## config.mk

```make
export PLATFORM = sky130hd
export DESIGN_NAME = switch_port_misc_control
export DESIGN_NICKNAME = d
export VERILOG_FILES = /design/src/pkg/misc_ctrl_pkg.sv /design/src/verilog/switch_port_misc_control.sv
export SDC_FILE = /design/constraint.sdc
export NUM_CORES = 1
export LEC_CHECK = 0
export ABC_AREA = 1
export CAP_MARGIN = 20
export CORE_ASPECT_RATIO = 0.5
export CORE_MARGIN = 1.5
export CORE_UTILIZATION = 50
export DETAILED_ROUTE_END_ITERATION = 7
export DONT_BUFFER_PORTS = 1
export PLACE_DENSITY = 0.62
export SYNTH_ARGS = -nofsm -noshare
export SYNTH_HDL_FRONTEND = slang
export SYNTH_SLANG_ARGS = --single-unit
```

## constraint.sdc

```tcl
create_clock -name pclk -period 7.8 [get_ports pclk]
set_clock_uncertainty 0.1 [all_clocks]
set_input_delay 0.78 -clock pclk [delete_from_list [all_inputs] [get_ports pclk]]
set_output_delay 0.78 -clock pclk [all_outputs]
set_load 0.01 [all_outputs]
```

## src/pkg/misc_ctrl_pkg.sv

```systemverilog
// Purpose: constants for the switch misc control register bank
// Assumes: apb with 32-bit data, one register per aligned word
// Notes: printed offsets are register indexes; byte address is index * 4
package misc_ctrl_pkg;
   localparam int NUM_PORTS = 5;
   localparam int ADDR_W = 12;
   // register indexes as printed
   localparam logic [7:0] IDX_Q3_P1 = 8'hBE;
   localparam logic [7:0] IDX_Q3_P2 = 8'hCE;
   localparam logic [7:0] IDX_Q3_P3 = 8'hDE;
   localparam logic [7:0] IDX_Q3_P4 = 8'hEE;
   localparam logic [7:0] IDX_Q3_P5 = 8'hFE;
   localparam logic [7:0] IDX_TEST_ONE = 8'hBF;
   localparam logic [7:0] IDX_TEST_TWO = 8'hDF;
   localparam logic [7:0] IDX_P3_MEDIUM = 8'hEF;
   localparam logic [7:0] IDX_TEST_THREE = 8'hFF;
   // fields
   localparam int RATE_W = 7;
   localparam int FIBER_BIT = 7;
   localparam int CLK_INV_BIT = 4;
   // reset values
   localparam logic [6:0] RATE_RST = 7'h00;
   localparam logic [7:0] TEST_ONE_RST = 8'h80;
   localparam logic [7:0] TEST_TWO_RST = 8'h0C;
   localparam logic [6:0] P3_MEDIUM_LOW_RST = 7'h32;
   localparam logic [7:0] TEST_THREE_RST = 8'h00;
   // rate decode
   localparam logic [6:0] RATE_MBPS_MAX = 7'h63;
   localparam logic [6:0] RATE_UNLIMITED = 7'h64;
   localparam logic [6:0] RATE_KBPS_MIN = 7'h65;
   localparam logic [6:0] RATE_KBPS_MAX = 7'h73;
   localparam logic [16:0] KBPS_STEP = 17'h00040;
   localparam logic [16:0] KBPS_PER_MBPS = 17'h003E8;
endpackage : misc_ctrl_pkg

```

## src/verilog/switch_port_misc_control.sv

```systemverilog
// Purpose: queue 3 egress limits, port 3 medium select, rx clock invert
// Assumes: apb slave, zero wait states, pslverr on unmapped address
// Notes: rate outputs are in kbps, zero means unlimited
// Function
// each port has a 7-bit r/w queue 3 egress limit, reset zero.
// in four queue mode queue 3 is the highest scheduling priority.
// a r/w bit selects port 3 copper when 0 (reset) or fiber when 1.
// the clock-invert bit inverts the port 5 rmii rx clock output phase. The code inverts only while the synced rmii_mode is high.
// software sets related ports to two or four queue mode first.
// only the top queue gets the exact rate; others follow weights. The code sets q3_exact_rate in every mode.
// values 1-99 are mbps, 0 or 100 unlimited, 101-115 are 64 kbps steps.
// test registers read fixed values and ignore writes. Test register three keeps bit 4 writable as the clock-invert bit.
//
// Local design decision: the APB register port.
`timescale 1ns/1ps
`default_nettype none
module switch_port_misc_control
   import misc_ctrl_pkg::*;
#(
   parameter int PORTS = misc_ctrl_pkg::NUM_PORTS
) (
   input wire logic pclk,
   input wire logic presetn,
   input wire logic psel,
   input wire logic penable,
   input wire logic pwrite,
   input wire logic [misc_ctrl_pkg::ADDR_W-1:0] paddr,
   input wire logic [31:0] pwdata,
   input wire logic [3:0] pstrb,
   output logic [31:0] prdata,
   output logic pready,
   output logic pslverr,
   input wire logic [PORTS-1:0] four_queue_mode,
   input wire logic rmii_mode,
   input wire logic rx_clock_ref,
   output logic port3_fiber,
   output logic switch_rmii_rx_clock_out,
   output logic [PORTS-1:0] q3_top_priority,
   output logic [PORTS-1:0] q3_exact_rate,
   output logic [PORTS*17-1:0] q3_rate_kbps
);
   import misc_ctrl_pkg::*;

   logic [6:0] q3_limit_reg [PORTS];
   logic fiber_reg;
   logic clk_inv_reg;
   logic [1:0] rx_ref_sync_reg;
   logic [1:0] rmii_sync_reg;
   logic [PORTS-1:0] fourq_sync0_reg;
   logic [PORTS-1:0] fourq_sync1_reg;
   logic [7:0] idx;
   logic in_range;
   logic wr_lane0;
   logic access;
   logic setup;
   logic [31:0] rd_data_next;
   logic rd_err_next;

   // decode kbps from the shared rate field, zero is unlimited
   function automatic logic [16:0] rate_to_kbps(input logic [6:0] v);
      logic [16:0] r;
      r = 17'h00000;
      if (v >= 7'h01 && v <= RATE_MBPS_MAX) begin
         r = 17'({10'h000, v} * KBPS_PER_MBPS);
      end else if (v >= RATE_KBPS_MIN && v <= RATE_KBPS_MAX) begin
         r = 17'({10'h000, 7'(v - RATE_UNLIMITED)} * KBPS_STEP);
      end
      return r;
   endfunction : rate_to_kbps

   // port number 0..PORTS-1 for a queue 3 index, PORTS if none
   function automatic int q3_port(input logic [7:0] a);
      case (a)
         IDX_Q3_P1: return 0;
         IDX_Q3_P2: return 1;
         IDX_Q3_P3: return 2;
         IDX_Q3_P4: return 3;
         IDX_Q3_P5: return 4;
         default: return PORTS;
      endcase
   endfunction : q3_port

   assign idx = paddr[9:2];
   assign in_range = (paddr[ADDR_W-1:10] == '0) && (paddr[1:0] == 2'b00);
   assign access = psel && penable;
   assign setup = psel && !penable;
   assign wr_lane0 = access && pwrite && pstrb[0] && in_range;

   generate
      for (genvar p = 0; p < PORTS; p++) begin : g_port
         always_ff @(posedge pclk or negedge presetn) begin
            if (!presetn) begin
               q3_limit_reg[p] <= RATE_RST;
            end else if (wr_lane0 && q3_port(idx) == p) begin
               q3_limit_reg[p] <= pwdata[RATE_W-1:0];
            end
         end
         always_ff @(posedge pclk or negedge presetn) begin
            if (!presetn) begin
               q3_rate_kbps[p*17 +: 17] <= 17'h00000;
               q3_top_priority[p] <= 1'b0;
               q3_exact_rate[p] <= 1'b0;
            end else begin
               q3_rate_kbps[p*17 +: 17] <= rate_to_kbps(q3_limit_reg[p]);
               // queue 3 leads in four queue mode; exact rate set in every mode
               q3_top_priority[p] <= fourq_sync1_reg[p];
               q3_exact_rate[p] <= 1'b1;
            end
         end
      end
   endgenerate

   always_ff @(posedge pclk or negedge presetn) begin
      if (!presetn) begin
         fourq_sync0_reg <= '0;
         fourq_sync1_reg <= '0;
         rx_ref_sync_reg <= 2'b00;
         rmii_sync_reg <= 2'b00;
      end else begin
         fourq_sync0_reg <= four_queue_mode;
         fourq_sync1_reg <= fourq_sync0_reg;
         rx_ref_sync_reg <= {rx_ref_sync_reg[0], rx_clock_ref};
         rmii_sync_reg <= {rmii_sync_reg[0], rmii_mode};
      end
   end

   always_ff @(posedge pclk or negedge presetn) begin
      if (!presetn) begin
         fiber_reg <= 1'b0;
      end else if (wr_lane0 && idx == IDX_P3_MEDIUM) begin
         fiber_reg <= pwdata[FIBER_BIT];
      end
   end

   always_ff @(posedge pclk or negedge presetn) begin
      if (!presetn) begin
         clk_inv_reg <= 1'b0;
      end else if (wr_lane0 && idx == IDX_TEST_THREE) begin
         clk_inv_reg <= pwdata[CLK_INV_BIT];
      end
   end

   always_ff @(posedge pclk or negedge presetn) begin
      if (!presetn) begin
         port3_fiber <= 1'b0;
         switch_rmii_rx_clock_out <= 1'b0;
      end else begin
         port3_fiber <= fiber_reg;
         // invert only in rmii mode; sampled clock, so phase is coarse
         switch_rmii_rx_clock_out <= rx_ref_sync_reg[1] ^
            (clk_inv_reg && rmii_sync_reg[1]);
      end
   end

   // every index that decodes to a register of this bank
   function automatic logic idx_mapped(input logic [7:0] a);
      logic hit;
      hit = 1'b0;
      case (a)
         IDX_TEST_ONE: hit = 1'b1;
         IDX_TEST_TWO: hit = 1'b1;
         IDX_P3_MEDIUM: hit = 1'b1;
         IDX_TEST_THREE: hit = 1'b1;
         default: hit = (q3_port(a) < PORTS);
      endcase
      return hit;
   endfunction : idx_mapped

   // test registers one and two hold constants so writes never land
   always_comb begin
      rd_data_next = 32'h00000000;
      rd_err_next = !in_range || !idx_mapped(idx);
      if (!rd_err_next) begin
         if (q3_port(idx) < PORTS) begin
            rd_data_next = {25'h0000000, q3_limit_reg[q3_port(idx)]};
         end else begin
            case (idx)
               IDX_TEST_ONE: begin
                  rd_data_next = {24'h000000, TEST_ONE_RST};
               end
               IDX_TEST_TWO: begin
                  rd_data_next = {24'h000000, TEST_TWO_RST};
               end
               IDX_P3_MEDIUM: begin
                  rd_data_next = {24'h000000, fiber_reg,
                     P3_MEDIUM_LOW_RST};
               end
               IDX_TEST_THREE: begin
                  rd_data_next = {27'h0000000, clk_inv_reg,
                     4'h0};
               end
               default: begin
                  rd_data_next = 32'h00000000;
               end
            endcase
         end
      end
   end

   always_ff @(posedge pclk or negedge presetn) begin
      if (!presetn) begin
         pready <= 1'b0;
      end else begin
         // zero wait states: answer in the access cycle after setup
         pready <= setup;
      end
   end

   always_ff @(posedge pclk or negedge presetn) begin
      if (!presetn) begin
         pslverr <= 1'b0;
      end else begin
         pslverr <= setup && rd_err_next;
      end
   end

   always_ff @(posedge pclk or negedge presetn) begin
      if (!presetn) begin
         prdata <= 32'h00000000;
      end else if (setup) begin
         prdata <= rd_data_next;
      end else begin
         prdata <= 32'h00000000;
      end
   end
endmodule : switch_port_misc_control
`default_nettype wire
```

---- Yosys cells after proc, flatten, opt, wreduce, memory -nomap -nowiden ----
Cells that the tools add are included.
operators by class
  add/subtract/negate cells ............... 5
  multipliers ............................. 5
  magnitude comparators ................... 23
  eq/ne operators ......................... 13
  muxes and demuxes ....................... 23
  bitwise operators ....................... 2
  reduce and logical (&&, ||, !) cells .... 33
operators with widths
  operator              number
  $mux 32               5
  $mux 17               5
  $eq 8x8->1 const B    9
  $le 7x7->1 const B    10
  $mul 7x7->14 const B  5
  $mux 13               5
  $eq 32x3->1 const B   2
  $lt 32x4->1 const B   2
  $ge 7x1->1 const B    5
  $ge 7x7->1 const B    5
  $sub 7x7->7 const B   5
  $eq 32x2->1 const B   1
  $eq 32x4->1 const B   1
  $ge 32x4->1 const B   1
  $logic_not 32->1      1
  $not 32->32           1
  $pmux 8 s4            1
  $logic_and 1x1->1     25
  $bmux 7 s3            1
  $mux 8                2
  $pmux 3 s5            1
  $mux 7                2
  $logic_not 2->1       2
  $reduce_or 4->1       1
  4 further kinds       6
word-level totals
  bits in registers ....................... 178
  input bits .............................. 60
  output and inout bits ................... 131
  logic and storage cells ................. 131

---- Depth between registers and ports, before layout ----
  word-level depth ........................ 18
  mapped depth ............................ 18
  mapped depth without buffers ............ 18

---- Worst setup path before layout ----
No wires, ideal clock.
  kind .................................... register to register
  start ................................... register q3_limit_reg[7] (netlist name)
  end ..................................... register q3_rate_kbps[63]
  setup time .............................. 0.118 ns
  arrival ................................. 3.613 ns
  data required time ...................... 7.582 ns
  slack ................................... 3.969 ns
  cell stages (with the launch flop) ...... 15
  path buffers ............................ 0
  clock period less this slack ............ 3.831 ns
  cell sequence ........................... dfrtp_1 fa_1 fa_1 inv_1 fa_1 fa_1 inv_1 ha_1 a21oi_1 o21ai_0 nand2_1 nand2_1 xor2_1 nand2_1 nand2_1
on the way
  cells in the longest elaborated chain, start to end .. 4
  elaborated cells between the ends (all ways) .. 10
  those cells by class .................... add/sub: 1; mul: 1; order compare: 4; mux: 2; reduce/logical: 2
RTL lines
  element                                               RTL line                         text
  from (decl)                                           switch_port_misc_control.sv:44   logic [6:0] q3_limit_reg [PORTS];
  from (signal, indexed assignment)                     switch_port_misc_control.sv:95   q3_limit_reg[p] <= pwdata[RATE_W-1:0];
  branches (longest 3 deep; another with $mul 7x7->14)  -
  $mux 17 *                                             switch_port_misc_control.sv:63   if (v >= 7'h01 && v <= RATE_MBPS_MAX) begin
  to (signal, indexed assignment)                       switch_port_misc_control.sv:104  q3_rate_kbps[p*17 +: 17] <= rate_to_kbps(q3_limit_reg[p]);
  to (decl)                                             switch_port_misc_control.sv:40   output logic [PORTS*17-1:0] q3_rate_kbps
Every way passes the cells marked *.
A chain may end at the register's enable or synchronous reset.

---- Worst setup path after layout ----
  start ................................... register q3_limit_reg[18] (netlist name)
  end ..................................... register q3_rate_kbps[46]
The elaborated chain is that of the path after synthesis.

==> impl_metrics.ini <==
[floorplanning]
die-area_sq_um = 27510
dieWidth_um = 233.1
ios = 191
rows = 41
die_height_um = 118.0
core-area_sq_um = 25600
start_util_pct = 51.69

[sta]
final.setup.tns_ns = 0
timing.fmax_mhz = 231.5
slew-limit-headroom_pct = 54.25
fin_crit_sh_pct = 55.38
min_period_ns = 4.320
slew_viol_final = 0
setup_violations = 0
rsz0062_at_grt = no
hold_viol = 0
worst_pin_slew_ns = 0.6863

[clocking]
clkLatencyLatePin_ns = 0.45
clock_sinks = 139
cts_buffers = 17
h-tree-depth = 4
tritoncts = built
root_buffer = clkbuf_16
clockBufferDepth = 2
cts.reportedPaths.clkPinSlew_ns = 0.06
post-cts-setup-buffers = 0

[grt]
overflow = 0
antenna_found_initial = 0
grt_max_degree = 140
grt_util_all_layers_pct = 22.36
grt_pass1_wl_um = 48420
grt_pass1_vias = 9293

[logic_synthesis]
synthDistinctLibCells = 39
synth_edf_count = 0
netlist_area_sq_um = 13230
ys_async_sr_fraction_pct = 100.0
yosys-top-cells-area = dfrtp_1, ha_1, fa_1
yosysSeqAreaShare_pct = 26.29
netlist.top_cell.by_area = dfrtp_1
synthFlopType = dfrtp_1
syn_avg_cell_area_sq_um = 8.929
ys_ff_latch = 139
ys_warn_count = 0
syn_inst = 1482
yosysTopAreaCellShare_pct = 26.29

[final_layout]
largest_reg_flops = 70
finalNetCount = 1883
area_delta_synth_final_pct = 6.052
diodes = 0
fillers = 2359
final_core_util_pct = 54.82
drive_above_1_share_pct = 5.730

[power]
p_comb_share_pct = 3.6
clockPowerShare_pct = 51.3
power_density_nw_per_um2 = 115.6
power_leakage_uw = 0.007947
ir_drop_mv = 0.1596
switching_power_uw = 406.7
p_int_uw = 1216
p_sw_share_pct = 25.06
seqPwrFrac_pct = 45.1

[drt]
dr.pass1.iters = 5
drc_errors = 0
drt_wl_total_um = 29090
wire_per_inst_um = 15.77
drt_iter0_markers = 608
dr_total_vias = 9470
ant_nets = 0
vias_per_cell = 5.133

[run_status]
status = completed

[placement]
place_hpwl_um = 22710
io_buffer_count = 0
place_congestion = 0.9093

[critical_path]
cp-end-kind = register
critPathRequiredTime_ns = 8.01
arrival_ns = 4.53
path_max_fanout = 9
crit_path_start_kind = register
critical_path_class = reg2reg

[job]
drv_cap = 0

[min_path]
hp-class = in2async
==> per-layer routing <==
metal / global-route usage, % / wire length, um / vias up
met1: 33.06 / 14420 / 4515
met2: 33.49 / 12800 / 242
li1: - / - / 4687
met4: 5.726 / 354 / 0
met5: 0 / 0 / -
met3: 4.070 / 1508 / 26
==> synthesized netlist by cell type, types with 10 or more instances <==
library cell	count
buf_4	43
nor2_1	83
dfrtp_1	139
nand4_1	40
ha_1	245
nand3_1	64
nand2_1	296
o21ai_0	57
a21oi_1	71
or2_2	10
xor2_1	22
fa_1	90
xnor2_1	20
inv_1	213
o21ai_2	15
==> through the flow <==
| step | instance area (sq um) | instances | power, uW | hold slack, ns | setup slack (ns) |
|---|---|---|---|---|---|
| after floorplan | 13380 | 1520 | 795.6 | 0.2312 | 3.969 |
| after global placement | 13410 | 1812 | 787.2 | 0.2326 | 3.506 |
| after detailed placement | 13410 | 1812 | 788.2 | 0.2358 | 3.508 |
| after CTS | 14030 | 1845 | 1647 | 0.2407 | 3.497 |
| after global routing | 14030 | 1845 | 1683 | 0.2445 | 3.231 |
| final | 14030 | 1845 | 1623 | 0.2126 | 3.480 |
==> worst max-delay path, cell delays in order, from the launching register on <==
cell	delay [ns]
dfrtp_1	0.66
inv_1	0.31
ha_1	0.38
fa_1	0.49
inv_1	0.05
fa_1	0.47
fa_1	0.51
inv_1	0.04
ha_1	0.36
a21oi_1	0.25
nand2_1	0.12
nand2_1	0.07
nand2_1	0.07
xor2_1	0.15
nand2_1	0.05
o21ai_0	0.10
==> cells by family after synthesis <==
group	count (synthesis)	synth area share, %
adders and majority gates	335	36.78
AOI/OAI and AO/OA	173	7.299
buffers and inverters	271	9.172
DFF	139	26.29
xor gates and xnor gates	42	2.780
and+or+nand+nor	520	17.62
other	2	0.05675
==> power groups by stage <==
stage	registers [uW]	logic (uW)	clock network (uW)
after detailed placement	745	42.9	0
after floorplan	744	51.5	0
after global routing	732	67.3	884
after global placement	745	42.1	0
after CTS	732	59.4	856
final	732	57.9	833
==> placed cells by master (no fill, tap or decap), drive strengths merged <==
master	netlist	layout
clkinv	2	8
a21boi	3	3
nor3	3	3
a21oi	71	71
o21a	3	3
xor2	22	22
xnor2	20	20
nand2	306	306
nand4	40	40
buf	51	1
or2	10	10
conb	2	40
and2	2	2
a31oi	2	2
dfrtp	139	139
o211ai	5	5
ha	245	245
inv	217	222
fa	90	90
clkinvlp	0	2
bufinv	0	2
o22ai	7	7
nor2	90	90
nand3	69	69
a21o	2	2
clkbuf	1	17
o21ai	80	80
==> worst paths after layout <==
| check | slack [ns] | from | endpoint | cells after the start |
|---|---|---|---|---|
| hold reg to reg | 0.24 | fourq_sync0_reg[2]$_DFF_PN0_ | fourq_sync1_reg[2]$_DFF_PN0_ | 0 |
| hold / removal | 0.21 | presetn | q3_rate_kbps[44]$_DFF_PN0_ | 1 |
| setup reg to reg | 3.48 | q3_limit_reg[18]$_DFFE_PN0P_ | q3_rate_kbps[46]$_DFF_PN0_ | 15 |
| setup / recovery | 3.48 | q3_limit_reg[18]$_DFFE_PN0P_ | q3_rate_kbps[46]$_DFF_PN0_ | 15 |
| max in group asynchronous | 6.85 | presetn | q3_limit_reg[29]$_DFFE_PN0P_ | 1 |
| min in group pclk | 0.24 | fourq_sync0_reg[2]$_DFF_PN0_ | fourq_sync1_reg[2]$_DFF_PN0_ | 0 |
==> final cells by class <==
cell class / instances / area, sq um / area share, %
tap: 344 / 430.4 / 3.067
clock buffer: 17 / 425.4 / 3.031
timing repair buffer: 1 / 27.53 / 0.1961
multi-input combinational: 1110 / 8683 / 61.88
clock inverter: 15 / 166.4 / 1.186
sequential: 139 / 3478 / 24.79
inverter: 219 / 822.0 / 5.858
==> timing repair <==
action	in CTS	in global routing
endpoints found under the hold margin	139	0
gates resized for setup	0	0
hold buffers	1	0
(Power assumes the default switching activity.)
